--- src/icdt_pkg.sv ---
// Shared constants and types for the capture block with dedicated counter
package icdt_pkg;
    // Register addresses on the plain register port
    localparam logic [1:0] ADDR_CTRL1 = 2'h0;
    localparam logic [1:0] ADDR_CTRL2 = 2'h1;
    localparam logic [1:0] ADDR_BUF = 2'h2;
    // First control register fields
    localparam int B_SIDL = 13;
    localparam int TSEL_LO = 10;
    localparam int ICI_LO = 5;
    localparam int B_OV = 4;
    localparam int B_BNE = 3;
    localparam int MODE_LO = 0;
    // Second control register fields
    localparam int B_CASCADE_ENABLE_BIT = 8;
    localparam int B_TRIG = 7;
    localparam int B_TSTAT = 6;
    localparam int SYNC_LO = 0;
    localparam logic [4:0] SYNC_RESET = 5'h0D;
    localparam logic [4:0] SYNC_NONE = 5'h00;
    // Clock select codes
    localparam logic [2:0] TSEL_SYS = 3'h7;
    localparam logic [2:0] TSEL_T1 = 3'h4;
    localparam logic [2:0] TSEL_T5 = 3'h3;
    localparam logic [2:0] TSEL_T4 = 3'h2;
    localparam logic [2:0] TSEL_T2 = 3'h1;
    localparam logic [2:0] TSEL_T3 = 3'h0;
    // Counter and buffer sizes
    localparam logic [15:0] CNT_MAX = 16'hFFFF;
    localparam logic [15:0] CNT_ZERO = 16'h0000;
    localparam int FIFO_DEPTH = 4;
    localparam logic [3:0] PRE4_LAST = 4'h3;
    localparam logic [3:0] PRE16_LAST = 4'hF;
    typedef enum logic [2:0] {
        MODE_OFF = 3'h0,
        MODE_BOTH = 3'h1,
        MODE_FALL = 3'h2,
        MODE_RISE = 3'h3,
        MODE_PRE4 = 3'h4,
        MODE_PRE16 = 3'h5,
        MODE_DIS = 3'h6,
        MODE_WAKE = 3'h7
    } icdt_mode_t;
endpackage : icdt_pkg

--- src/icdt_fifo_if.sv ---
// Interface between the capture core and its value buffer
`timescale 1ns/1ps
interface icdt_fifo_if;
    logic push;
    logic pop;
    logic [15:0] wdata;
    logic [15:0] rdata;
    logic empty;
    logic full;
    logic [2:0] level;
    modport fifo (input push, pop, wdata, output rdata, empty, full, level);
    modport user (output push, pop, wdata, input rdata, empty, full, level);
endinterface : icdt_fifo_if

--- src/icdt_fifo.sv ---
// Four-entry buffer of captured counter values
`timescale 1ns/1ps
module icdt_fifo import icdt_pkg::*; (
    // Clock and reset
    input wire logic clk_i,
    input wire logic rst_n_i,
    // Buffer port
    icdt_fifo_if.fifo f
);
    logic [15:0] mem [FIFO_DEPTH];
    logic [1:0] wp;
    logic [1:0] rp;
    logic [2:0] level;
    logic do_push;
    logic do_pop;

    // A push into a full buffer is dropped; the core flags the loss
    assign do_push = f.push && !f.full;
    assign do_pop = f.pop && !f.empty;
    assign f.rdata = mem[rp];
    assign f.empty = (level == 3'h0);
    assign f.full = (level == 3'(FIFO_DEPTH));
    assign f.level = level;

    always_ff @(posedge clk_i) begin
        if (do_push) begin
            mem[wp] <= f.wdata;
        end
    end

    always_ff @(posedge clk_i or negedge rst_n_i) begin
        if (!rst_n_i) begin
            wp <= 2'h0;
            rp <= 2'h0;
            level <= 3'h0;
        end else begin
            if (do_push) begin
                wp <= wp + 2'h1;
            end
            if (do_pop) begin
                rp <= rp + 2'h1;
            end
            if (do_push && !do_pop) begin
                level <= level + 3'h1;
            end else if (do_pop && !do_push) begin
                level <= level - 3'h1;
            end
        end
    end
endmodule : icdt_fifo

--- src/icdt_edge.sv ---
// Edge qualifier and edge prescaler for the capture input
`timescale 1ns/1ps
module icdt_edge import icdt_pkg::*; (
    // Clock and reset
    input wire logic clk_i,
    input wire logic rst_n_i,
    // Synchronised pin and control
    input wire logic pin_i,
    input wire logic en_i,
    input wire icdt_mode_t mode_i,
    // Events
    output logic cap_o,
    output logic rise_o
);
    logic prev;
    logic fall;
    logic [3:0] pre;
    logic [3:0] pre_last;

    assign rise_o = pin_i && !prev;
    assign fall = !pin_i && prev;
    assign pre_last = (mode_i == MODE_PRE16) ? PRE16_LAST : PRE4_LAST;

    always_ff @(posedge clk_i or negedge rst_n_i) begin
        if (!rst_n_i) begin
            prev <= 1'b0;
        end else begin
            prev <= pin_i;
        end
    end

    // Prescaler restarts whenever capturing is not allowed
    always_ff @(posedge clk_i or negedge rst_n_i) begin
        if (!rst_n_i) begin
            pre <= 4'h0;
        end else if (!en_i) begin
            pre <= 4'h0;
        end else if (rise_o && (mode_i == MODE_PRE4 ||
                                mode_i == MODE_PRE16)) begin
            pre <= (pre == pre_last) ? 4'h0 : pre + 4'h1;
        end
    end

    always_comb begin
        cap_o = 1'b0;
        unique case (mode_i)
            MODE_BOTH: cap_o = rise_o || fall;
            MODE_FALL: cap_o = fall;
            MODE_RISE: cap_o = rise_o;
            MODE_PRE4, MODE_PRE16: cap_o = rise_o && pre == pre_last;
            MODE_OFF, MODE_DIS, MODE_WAKE: cap_o = 1'b0;
        endcase
        if (!en_i) begin
            cap_o = 1'b0;
        end
    end
endmodule : icdt_edge

--- src/icdt_capture.sv ---
// Input capture module with its own 16-bit counter and value buffer
`timescale 1ns/1ps
//
// Behaviour
// - Free-running counter wraps FFFFh to 0000h
// - Each capture stores current counter value
// - Sync mode: counter resets on sync event
// - Trigger mode: counter stopped until sync event
// - Source zero, trigger clear gives free-running
// - Source zero, trigger set: software trigger
// - Cascade: odd wraps increment even counter
// - Cascade needs enable bit in both modules
// - Cascade: same selections, even runs synchronously
// - Sync cascade held in reset until enabled
// - Not-empty bit shows buffer holds data
// - Overflow bit shows a capture was lost
// - Stop-in-idle bit halts module when idle
// - Clock select picks counter time base
// - Interrupt after one to four captures; both-edges mode interrupts on every capture, a cascaded even half never
// - Mode field selects edges or off
// - Trigger status set by hardware, clear holds zero
// - Source select maps to sync sources
// - Trigger mode captures nothing before trigger
// - Buffer holds four capture values
module icdt_capture import icdt_pkg::*; #(
    parameter bit IS_EVEN = 1'b0
) (
    // Clock and reset
    input wire logic clk_i,
    input wire logic rst_n_i,
    // Register port
    input wire logic [1:0] addr_i,
    input wire logic [15:0] wdata_i,
    input wire logic wr_i,
    input wire logic rd_i,
    output logic [15:0] rdata_o,
    // Capture pin, asynchronous
    input wire logic capture_input_pin_i,
    // Time bases: timer1..timer5 count pulses in bits 0..4
    input wire logic [4:0] timer_tick_i,
    // Sync and trigger sources, indexed by source select code
    input wire logic [31:0] sync_evt_i,
    input wire logic [31:0] sync_en_i,
    // Processor power state
    input wire logic cpu_idle_i,
    input wire logic cpu_sleep_i,
    // Cascade partner
    input wire logic partner_cascade_i,
    input wire logic partner_wrap_i,
    input wire logic partner_cap_i,
    output logic cascade_o,
    output logic wrap_o,
    output logic cap_o,
    // Events
    output logic capture_irq_o,
    output logic wake_irq_o
);
    icdt_fifo_if f ();

    logic pin_m;
    logic pin_s;
    logic stop_in_idle_bit;
    logic [2:0] clock_select_field;
    logic [1:0] interrupt_rate_field;
    icdt_mode_t mode_field;
    logic overflow_status_bit;
    logic cascade_enable_bit;
    logic trigger_select_bit;
    logic trigger_status_bit;
    logic [4:0] source_select;
    logic [15:0] capture_counter;
    logic [1:0] irq_cnt;
    logic casc_act;
    logic even_act;
    logic trig_mode;
    logic sync_mode;
    logic src_evt;
    logic src_on;
    logic held;
    logic halted;
    logic step;
    logic run;
    logic cap_en;
    logic edge_cap;
    logic edge_rise;
    logic cap_evt;
    logic wr_c1;
    logic wr_c2;
    logic rd_buf;

    function automatic logic pick_src(input logic [31:0] v,
                                      input logic [4:0] sel);
        // Code zero means no source; reserved codes have no wire
        return (sel == SYNC_NONE) ? 1'b0 : v[sel];
    endfunction : pick_src

    function automatic logic pick_tick(input logic [4:0] t,
                                       input logic [2:0] sel);
        logic r;
        r = 1'b0;
        unique case (sel)
            TSEL_SYS: r = 1'b1;
            TSEL_T1: r = t[0];
            TSEL_T2: r = t[1];
            TSEL_T3: r = t[2];
            TSEL_T4: r = t[3];
            TSEL_T5: r = t[4];
            default: r = 1'b0;
        endcase
        return r;
    endfunction : pick_tick

    // Pin synchroniser
    always_ff @(posedge clk_i or negedge rst_n_i) begin
        if (!rst_n_i) begin
            pin_m <= 1'b0;
            pin_s <= 1'b0;
        end else begin
            pin_m <= capture_input_pin_i;
            pin_s <= pin_m;
        end
    end

    assign wr_c1 = wr_i && addr_i == ADDR_CTRL1;
    assign wr_c2 = wr_i && addr_i == ADDR_CTRL2;
    assign rd_buf = rd_i && addr_i == ADDR_BUF;

    // Mode decode
    assign casc_act = cascade_enable_bit && partner_cascade_i;
    assign even_act = IS_EVEN && casc_act;
    // The even half ignores its own trigger bit and follows the odd one
    assign trig_mode = trigger_select_bit && !even_act;
    assign sync_mode = !trig_mode && source_select != SYNC_NONE;
    assign src_evt = pick_src(sync_evt_i, source_select);
    assign src_on = pick_src(sync_en_i, source_select);
    assign held = mode_field == MODE_OFF ||
                  (trig_mode && !trigger_status_bit) ||
                  (sync_mode && !src_on);
    assign halted = stop_in_idle_bit && cpu_idle_i;
    assign step = even_act ? partner_wrap_i :
                  pick_tick(timer_tick_i, clock_select_field);
    assign run = !held && !halted;
    assign cap_en = run && mode_field != MODE_WAKE;

    icdt_edge u_edge (
        .clk_i (clk_i),
        .rst_n_i (rst_n_i),
        .pin_i (pin_s),
        .en_i (cap_en && !even_act),
        .mode_i (mode_field),
        .cap_o (edge_cap),
        .rise_o (edge_rise)
    );

    // The even half captures on the odd half's event
    assign cap_evt = even_act ? (partner_cap_i && cap_en) : edge_cap;

    icdt_fifo u_fifo (
        .clk_i (clk_i),
        .rst_n_i (rst_n_i),
        .f (f.fifo)
    );

    assign f.push = cap_evt;
    assign f.wdata = capture_counter;
    assign f.pop = rd_buf;

    // Control register one
    always_ff @(posedge clk_i or negedge rst_n_i) begin
        if (!rst_n_i) begin
            stop_in_idle_bit <= 1'b0;
            clock_select_field <= TSEL_T3;
            interrupt_rate_field <= 2'h0;
            mode_field <= MODE_OFF;
        end else if (wr_c1) begin
            stop_in_idle_bit <= wdata_i[B_SIDL];
            clock_select_field <= wdata_i[TSEL_LO +: 3];
            interrupt_rate_field <= wdata_i[ICI_LO +: 2];
            mode_field <= icdt_mode_t'(wdata_i[MODE_LO +: 3]);
        end
    end

    // Control register two; a hardware trigger wins over a software clear
    always_ff @(posedge clk_i or negedge rst_n_i) begin
        if (!rst_n_i) begin
            cascade_enable_bit <= 1'b0;
            trigger_select_bit <= 1'b0;
            trigger_status_bit <= 1'b0;
            source_select <= SYNC_RESET;
        end else begin
            if (wr_c2) begin
                cascade_enable_bit <= wdata_i[B_CASCADE_ENABLE_BIT];
                trigger_select_bit <= wdata_i[B_TRIG];
                trigger_status_bit <= wdata_i[B_TSTAT];
                source_select <= wdata_i[SYNC_LO +: 5];
            end
            if (trig_mode && src_evt) begin
                trigger_status_bit <= 1'b1;
            end
        end
    end

    // Capture counter
    always_ff @(posedge clk_i or negedge rst_n_i) begin
        if (!rst_n_i) begin
            capture_counter <= CNT_ZERO;
        end else if (held) begin
            capture_counter <= CNT_ZERO;
        end else if (halted) begin
            capture_counter <= capture_counter;
        end else if (sync_mode && src_evt) begin
            capture_counter <= CNT_ZERO;
        end else if (step) begin
            capture_counter <= capture_counter + 16'h0001;
        end
    end

    // Overflow flag: a new loss wins over a clear by read or turn-off
    always_ff @(posedge clk_i or negedge rst_n_i) begin
        if (!rst_n_i) begin
            overflow_status_bit <= 1'b0;
        end else if (cap_evt && f.full) begin
            overflow_status_bit <= 1'b1;
        end else if ((rd_buf && !f.empty) || mode_field == MODE_OFF) begin
            overflow_status_bit <= 1'b0;
        end
    end

    // Capture-rate interrupt; lost captures still count as events
    always_ff @(posedge clk_i or negedge rst_n_i) begin
        if (!rst_n_i) begin
            irq_cnt <= 2'h0;
            capture_irq_o <= 1'b0;
        end else begin
            capture_irq_o <= 1'b0;
            if (mode_field == MODE_OFF) begin
                irq_cnt <= 2'h0;
            end else if (cap_evt && mode_field == MODE_BOTH) begin
                capture_irq_o <= !even_act;
            end else if (cap_evt && irq_cnt >= interrupt_rate_field) begin
                irq_cnt <= 2'h0;
                capture_irq_o <= !even_act;
            end else if (cap_evt) begin
                irq_cnt <= irq_cnt + 2'h1;
            end
        end
    end

    // Partner links and wake event
    always_ff @(posedge clk_i or negedge rst_n_i) begin
        if (!rst_n_i) begin
            wrap_o <= 1'b0;
            cap_o <= 1'b0;
            cascade_o <= 1'b0;
            wake_irq_o <= 1'b0;
        end else begin
            // One-cycle lag on both links keeps the halves consistent
            wrap_o <= run && step && capture_counter == CNT_MAX;
            cap_o <= cap_evt;
            cascade_o <= cascade_enable_bit;
            wake_irq_o <= mode_field == MODE_WAKE && edge_rise &&
                          (cpu_idle_i || cpu_sleep_i);
        end
    end

    // Read data, valid in the cycle after the strobe
    always_ff @(posedge clk_i or negedge rst_n_i) begin
        if (!rst_n_i) begin
            rdata_o <= 16'h0000;
        end else if (rd_i) begin
            unique case (addr_i)
                ADDR_CTRL1: rdata_o <= {2'h0, stop_in_idle_bit,
                    clock_select_field, 3'h0, interrupt_rate_field,
                    overflow_status_bit, !f.empty,
                    mode_field};
                ADDR_CTRL2: rdata_o <= {7'h00, cascade_enable_bit,
                    trigger_select_bit, trigger_status_bit, 1'b0,
                    source_select};
                ADDR_BUF: rdata_o <= f.empty ? 16'h0000 : f.rdata;
                default: rdata_o <= 16'h0000;
            endcase
        end
    end
endmodule : icdt_capture

--- config.mk ---
export PLATFORM = sky130hd
export DESIGN_NAME = icdt_capture
export DESIGN_NICKNAME = d
export VERILOG_FILES = /design/src/icdt_pkg.sv /design/src/icdt_fifo_if.sv /design/src/icdt_fifo.sv /design/src/icdt_edge.sv /design/src/icdt_capture.sv
export SDC_FILE = /design/constraint.sdc
export NUM_CORES = 1
export LEC_CHECK = 0
export BUFFER_PORTS_ARGS = -buffer_cell sky130_fd_sc_hd__buf_4
export CORE_MARGIN = 3
export CORE_UTILIZATION = 40
export CTS_CLUSTER_DIAMETER = 40
export DETAILED_ROUTE_END_ITERATION = 10
export PLACE_DENSITY = 0.66
export SLEW_MARGIN = 5
export SYNTH_ARGS = -nofsm -noshare
export SYNTH_HDL_FRONTEND = slang
export SYNTH_SLANG_ARGS = --single-unit
--- constraint.sdc ---
create_clock -name clk_i -period 7.7 [get_ports clk_i]
set_input_delay 1.155 -clock clk_i [delete_from_list [all_inputs] [get_ports clk_i]]
set_output_delay 1.155 -clock clk_i [all_outputs]
set_load 0.01 [all_outputs]
# == Word level (Yosys, flattened, before mapping) ==
# Memory sizes are Yosys's and may differ from the RTL's.
# Index checks and enable logic that the tools add are counted.
# totals
reg_bits,71
wordCells,147
output_inout_bits,21
mem_count,1
in_bits,97
ram_bits,64
# memory_table
name,words,word_bits,read_ports,rd_ports_with_merged_regs,wr,line_no,source
u_fifo.mem,4,16,1,0,1,icdt_fifo.sv:10,logic [15:0] mem [FIFO_DEPTH];
# op_classes
addsub,7
eq_ne,21
magnitude_cmp,2
n_reduce_logical,58
mux,34
# op_table
operator,n
two-way mux 16 bit,5
one-hot mux 16 bit (3 select lines),1
logical AND 1 bit,26
"equality test 3 bit, second input constant",7
"adder 16 x 1 -> 16 bit, second input constant",1
"equality test 16 bit, second input constant",1
two-way mux 4 bit,4
two-way mux 1 bit,14
"equality test 3 x 2 -> 1 bit, second input constant",4
zero test 1 bit,11
binary-select mux 1 bit (select 5 bit),2
zero test 3 bit,3
two-way mux 2 bit,4
"adder 2 x 1 -> 2 bit, second input constant",3
"equality test 3 x 1 -> 1 bit, second input constant",2
logical OR 1 bit,6
"< comparator 5 x 6 -> 1 bit, second input constant",1
two-way mux 3 bit,2
"inequality test 2 bit, second input constant",3
one-hot mux 1 bit (6 select lines),1
nonzero test 2 bit,3
nonzero test 3 bit,2
zero test 5 bit,1
one-hot mux 1 bit (5 select lines),1
13 further kinds,14

# == Longest topological paths before layout ==
# logic_depth
ltp_word,15
mapped_depth,14
depth_no_buf,13

# == By module ==
# Synthesis repeated with hierarchy kept, for this count alone.
# hier_totals
cells_unflattened,507
hier_area_um2,6653.9
# modules_own_cells
mod,area_each_um2,instances,seq_area_each_um2,cells_per_inst
icdt_capture,3529.6,1,1480.2,351
icdt_fifo,2778.9,1,2097.0,120
icdt_edge,345.3,1,125.1,36

# == Worst setup path after synthesis ==
# Ideal clock, no wire load.
# synth_path
path_kind,input-to-reg
startpoint,input port sync_en_i[2]
endpoint,register u_fifo.level[2] (netlist: u_fifo.f.level[2])
cell_stages,12
t_required_ns,7.621
setup_time_ns,0.079
path_buffers,0
setup_slack_ns,4.248
arrival_ns,3.373
cell_sequence,mux4_2 a2bb2oi_1 a41oi_1 a21oi_4 nand3_2 a21oi_2 ha_1 inv_1 fa_1 xor2_1 nor2_1 xor2_1
# synth_between
elab_chain_len,14
word_cells_on_any_way,16
classes_between,mux (5); reduce/logical (11)
# synth_rtl
item,line_no,source
"start, declared",icdt_capture.sv:43,"input wire logic [31:0] sync_en_i,"
binary-select mux 1 bit (select 5 bit) (*),icdt_capture.sv:94,return (sel == SYNC_NONE) ? 1'b0 : v[sel];
two-way mux 1 bit (not written as such) (*),icdt_capture.sv:94,
two-way mux 1 bit (*),icdt_capture.sv:94,
zero test 1 bit (*),icdt_capture.sv:138,(sync_mode && !src_on);
logical AND 1 bit (*),icdt_capture.sv:138,
logical OR 1 bit (*),icdt_capture.sv:137,(trig_mode && !trigger_status_bit) ||
zero test 1 bit (*),icdt_capture.sv:142,assign run = !held && !halted;
logical AND 1 bit (*),icdt_capture.sv:142,
logical AND 1 bit (*),icdt_capture.sv:143,assign cap_en = run && mode_field != MODE_WAKE;
two-way mux 1 bit (*),icdt_edge.sv:53,if (!en_i) begin
logical AND 1 bit (*),icdt_fifo.sv:18,assign do_push = f.push && !f.full;
net u_fifo.do_push,icdt_fifo.sv:14,logic do_push;
zero test 1 bit,icdt_fifo.sv:45,end else if (do_pop && !do_push) begin
logical AND 1 bit,icdt_fifo.sv:45,
nonzero test 2 bit (no source line),-,
"end signal, assigned",icdt_fifo.sv:44,level <= level + 3'h1;
"end signal, assigned",icdt_fifo.sv:46,level <= level - 3'h1;
"end, declared",icdt_fifo.sv:13,logic [2:0] level;
# The timed path passes the listed nets; every way through them passes the cells marked *. The select of a mux whose other input is x is not followed.
# A chain may end at the register's enable or synchronous reset.

# == Worst setup path in the final report ==
# layout_path
startpoint,register source_select[0]
endpoint,register u_fifo.level[2] (netlist: u_fifo.f.level[2])
# layout_between
elab_chain_len,14
word_cells_on_any_way,19
classes_between,mux (5); reduce/logical (14)
# layout_rtl
item,line_no,source
"start, declared",icdt_capture.sv:70,logic [4:0] source_select;
"start signal, assigned",icdt_capture.sv:195,source_select <= wdata_i[SYNC_LO +: 5];
binary-select mux 1 bit (select 5 bit),icdt_capture.sv:94,
two-way mux 1 bit (not written as such),icdt_capture.sv:94,
two-way mux 1 bit,icdt_capture.sv:94,
zero test 1 bit,icdt_capture.sv:138,
logical AND 1 bit (*),icdt_capture.sv:138,
logical OR 1 bit (*),icdt_capture.sv:137,
zero test 1 bit (*),icdt_capture.sv:142,
logical AND 1 bit (*),icdt_capture.sv:142,
logical AND 1 bit (*),icdt_capture.sv:143,
two-way mux 1 bit (*),icdt_edge.sv:53,
logical AND 1 bit (*),icdt_fifo.sv:18,
net u_fifo.do_push,icdt_fifo.sv:14,
zero test 1 bit,icdt_fifo.sv:45,
logical AND 1 bit,icdt_fifo.sv:45,
nonzero test 2 bit (no source line),-,
# Marked as above.

==> impl_metrics.csv <==
group,metric,value,unit
outcome,status,"finished, final reports clean",
synth,synth_area_per_cell,12.6,sq um
clock_network,worstSkewPairLatency,420,ps
final_layout,final_common_cell,"buf_4",
final_layout,multi_input_area,2720,sq um
sta,min_period,3800,ps
routing,num_vias,4768,
setup_path,crit_type,"reg -> reg",
sta,slew_violations,0,
setup_path,cpMostUsedCell,"xor2_1",
setup_path,worstPathCellList,"mux4_1, mux2i_1, o221a_4, a21oi_4, nand3_2, a21oi_2, ha_1, inv_1, fa_1, xor2_1, nor2_1, xor2_1",
synth,synth_top_cell_by_area,"edfxtp_1",
die,die_area,18200,sq um
setup_path,timing.rr.start,"source_select[0]$_DFFE_PN1P_",
placement,finalWeightedCongestion,0.776,
setup_path,critPathArrivalTime,4150,ps
sta,finalSetupTns,0,ps
sta,fmax,0.263,GHz
sta,setup_ws,3900,ps
synth,ys_types,65,
sta,tightest_slew,1170,ps
setup_path,cpPeakStageDelay,940,ps
die,coreArea,16100,sq um
synth,yosysWarnings,0,
setup_path,end_kind,"flip-flop",
clock_network,post_cts_resized,0,
power,peakVddDrop,0.000186,V
final_layout,final_cells,857,
sta,timing.hold.ws,348,ps
routing,routed_via_density,5.56,
sta,finalCritPeriodShare,49.4,%
setup_path,cp_data_required_time,8050,ps
global_route,grt_pass1_wl,25.6,mm
global_route,grt_overflow,0,
global_route,grt_max_degree,72,
clock_network,postCtsHoldBufs,0,
power,p_total,2.39,mW
setup_path,critPathMaxFanout,25,
die,die_height,135,um
synth,synth_edf_count,64,
die,top_level_ports,118,
setup_path,critical_path.top_delay_family,"flip-flops",
synth,ys_seq_elements,135,
clock_network,cts_root_buffer,"clkbuf_16",
placement,port_buffers,111,
synth,async_reset_ff_share,52.6,%
job,maxCapViolCount,0,
final_layout,nets,737,
clock_network,clk_pin_slew,60,ps
sta,finalHoldViolations,0,
setup_path,cp-startpoint,"source_select[0]$_DFFE_PN1P_",
die,die_width,135,um
final_layout,insertedDiodeCount,0,
sta,relSlewSlack,21.8,%
synth,synthCells,525,
routing,first_pass_iters,5,
final_layout,final_cell_mix,"buf_4, dfrtp_1, edfxtp_1",
hold_path,min_path_type,"reg -> reg",
final_layout,drive_above_1_share,30.4,%
routing,drtAntennaViolNets,0,
routing,wl_per_cell,18.6,um
placement,dp_hpwl,11.2,mm
power,powerDensity,291,nW/um^2
routing,dr.first_iter.drc_count,352,
sta,grt_setup_unrepaired,"false",
die,row_count,46,
synth,syn_nets,634,
setup_path,critical_path.startpoint_type,"flip-flop",
die,start_util,41.3,%
clock_network,htreeDepth,4,
placement,place_inst,825,
synth,netlist.area_leader.share,29.0,%
global_route,grt_pass1_vias,4972,
synth,synth.area.top_cells,"edfxtp_1, dfrtp_1, mux4_2",
routing,drc,0,
setup_path,crit_buf_inv,1,
synth,yosysSeqAreaShare,55.9,%
clock_network,numClockSinks,135,
final_layout,area_delta_synth_final,24.0,%
synth,synth_flop_cell,"dfrtp_1",
global_route,track_usage,18.2,%
clock_network,cts_buffers,17,
final_layout,fillers,1361,
sta,finalSetupViolations,0,
clock_network,cts_buffer_depth,2,
clock_network,cts_tree,"done",
routing,routed_wl,15.9,mm
sta,finClkSkew,16.6,ps
hold_path,min_from,"pin_m$_DFF_PN0_",
global_route,antenna_found_initial,0,
final_layout,regArea,3700,sq um
placement,dp_slack,3760,ps
power,leakage,3.29,nW
setup_path,crit_slowest_cell,"dfstp_2",
clock_network,postCtsSetupBuffers,0,
synth,synth_area,6630,sq um
## path summary, 6_finish.rpt
path	slack, ps	endpoint	depth (start not counted)
max	3900	u_fifo.f.level[2]$_DFFE_PN0P_	12
min	350	pin_s$_DFF_PN0_	0
max reg2reg	3900	u_fifo.f.level[2]$_DFFE_PN0P_	12
min reg2reg	350	pin_s$_DFF_PN0_	0
max in group asynchronous	6210	rdata_o[12]$_DFFE_PN0P_	1
min in group asynchronous	860	capture_counter[15]$_DFFE_PN0P_	1
## logic make-up (layout without fill, tap and decap cells)
group	count (synthesis)	after routing	share of synthesized area (%)
AND/OR/NAND/NOR	163	163	12.0
XOR/XNOR	6	6	0.793
buffers and inverters	51	167	3.28
adder cells (fa/ha/maj)	12	12	2.38
AO/OA/AOI/OAI	96	96	10.7
multiplexers	62	62	15.0
flip-flops	135	135	55.9
## registers in the layout, indices dropped and copies added, names as in the netlist, 3 cells and up
name	cells
u_fifo.mem	64
capture_counter	16
rdata_o	16
source_select	5
u_edge.pre	4
clock_select_field	3
mode_field	3
u_fifo.f.level	3
## worst reg2reg max path: cells and delay by family, from the launching register on
family	cells	cell delay [ps]
flip-flops	1	940
adder cells (fa/ha/maj)	2	660
AND/OR/NAND/NOR	2	350
XOR/XNOR	2	340
multiplexers	2	490
AO/OA/AOI/OAI	3	900
buffers and inverters	1	70
## cells in the mapped netlist (4+ instances only)
library cell / number
dfrtp_1: 68
edfxtp_1: 64
nand2_1: 51
nor2_1: 38
a21oi_1: 33
inv_1: 23
nand3_1: 22
mux2i_1: 20
mux4_2: 19
clkbuf_1: 17
mux2_2: 15
a22oi_1: 11
ha_1: 11
o21ai_0: 11
and2_1: 9
nor3_1: 8
mux4_1: 7
buf_2: 6
nor2b_1: 6
nand3b_1: 5
and3_1: 4
nand2b_1: 4
nand4_1: 4
o32ai_1: 4
xnor2_1: 4
## per-layer routing
layer / vias to the layer above / track usage [%] / part of all wire (%) / routed length [um]
li1: 2181 / - / - / -
met1: 2427 / 22.9 / 42 / 6660
met2: 136 / 30.1 / 51 / 8170
met3: 24 / 5.07 / 5.2 / 836
met4: 0 / 6.84 / 1.8 / 285
met5: - / 0 / 0 / 0
## power by group
group	leakage [nW]	internal [mW]	total, mW	switching, mW
clock network	0.296	0.509	0.809	0.301
logic	1.54	0.296	0.592	0.296
registers	1.45	0.862	0.993	0.131
## area by class of cell
class	instances	share of cell area [%]
Clock buffer	24	6.36
Clock inverter	8	1.03
Inverter	23	1.05
Multi-Input combinational cell	339	33.0
Sequential cell	135	45.0
Tap cell	216	3.29
Timing Repair Buffer	112	10.2
## metrics by stage
| stage | cell area [sq um] | util [%] |
|---|---|---|
| 2_1_floorplan | 6630 | - |
| 3_3_place_gp | 7610 | 47.4 |
| 3_5_place_dp | 7610 | 47.4 |
| 4_1_cts | 8220 | 51.2 |
| 5_1_grt | 8220 | 51.2 |
| 6_report | 8220 | 51.2 |
(Power assumes the default switching activity.)
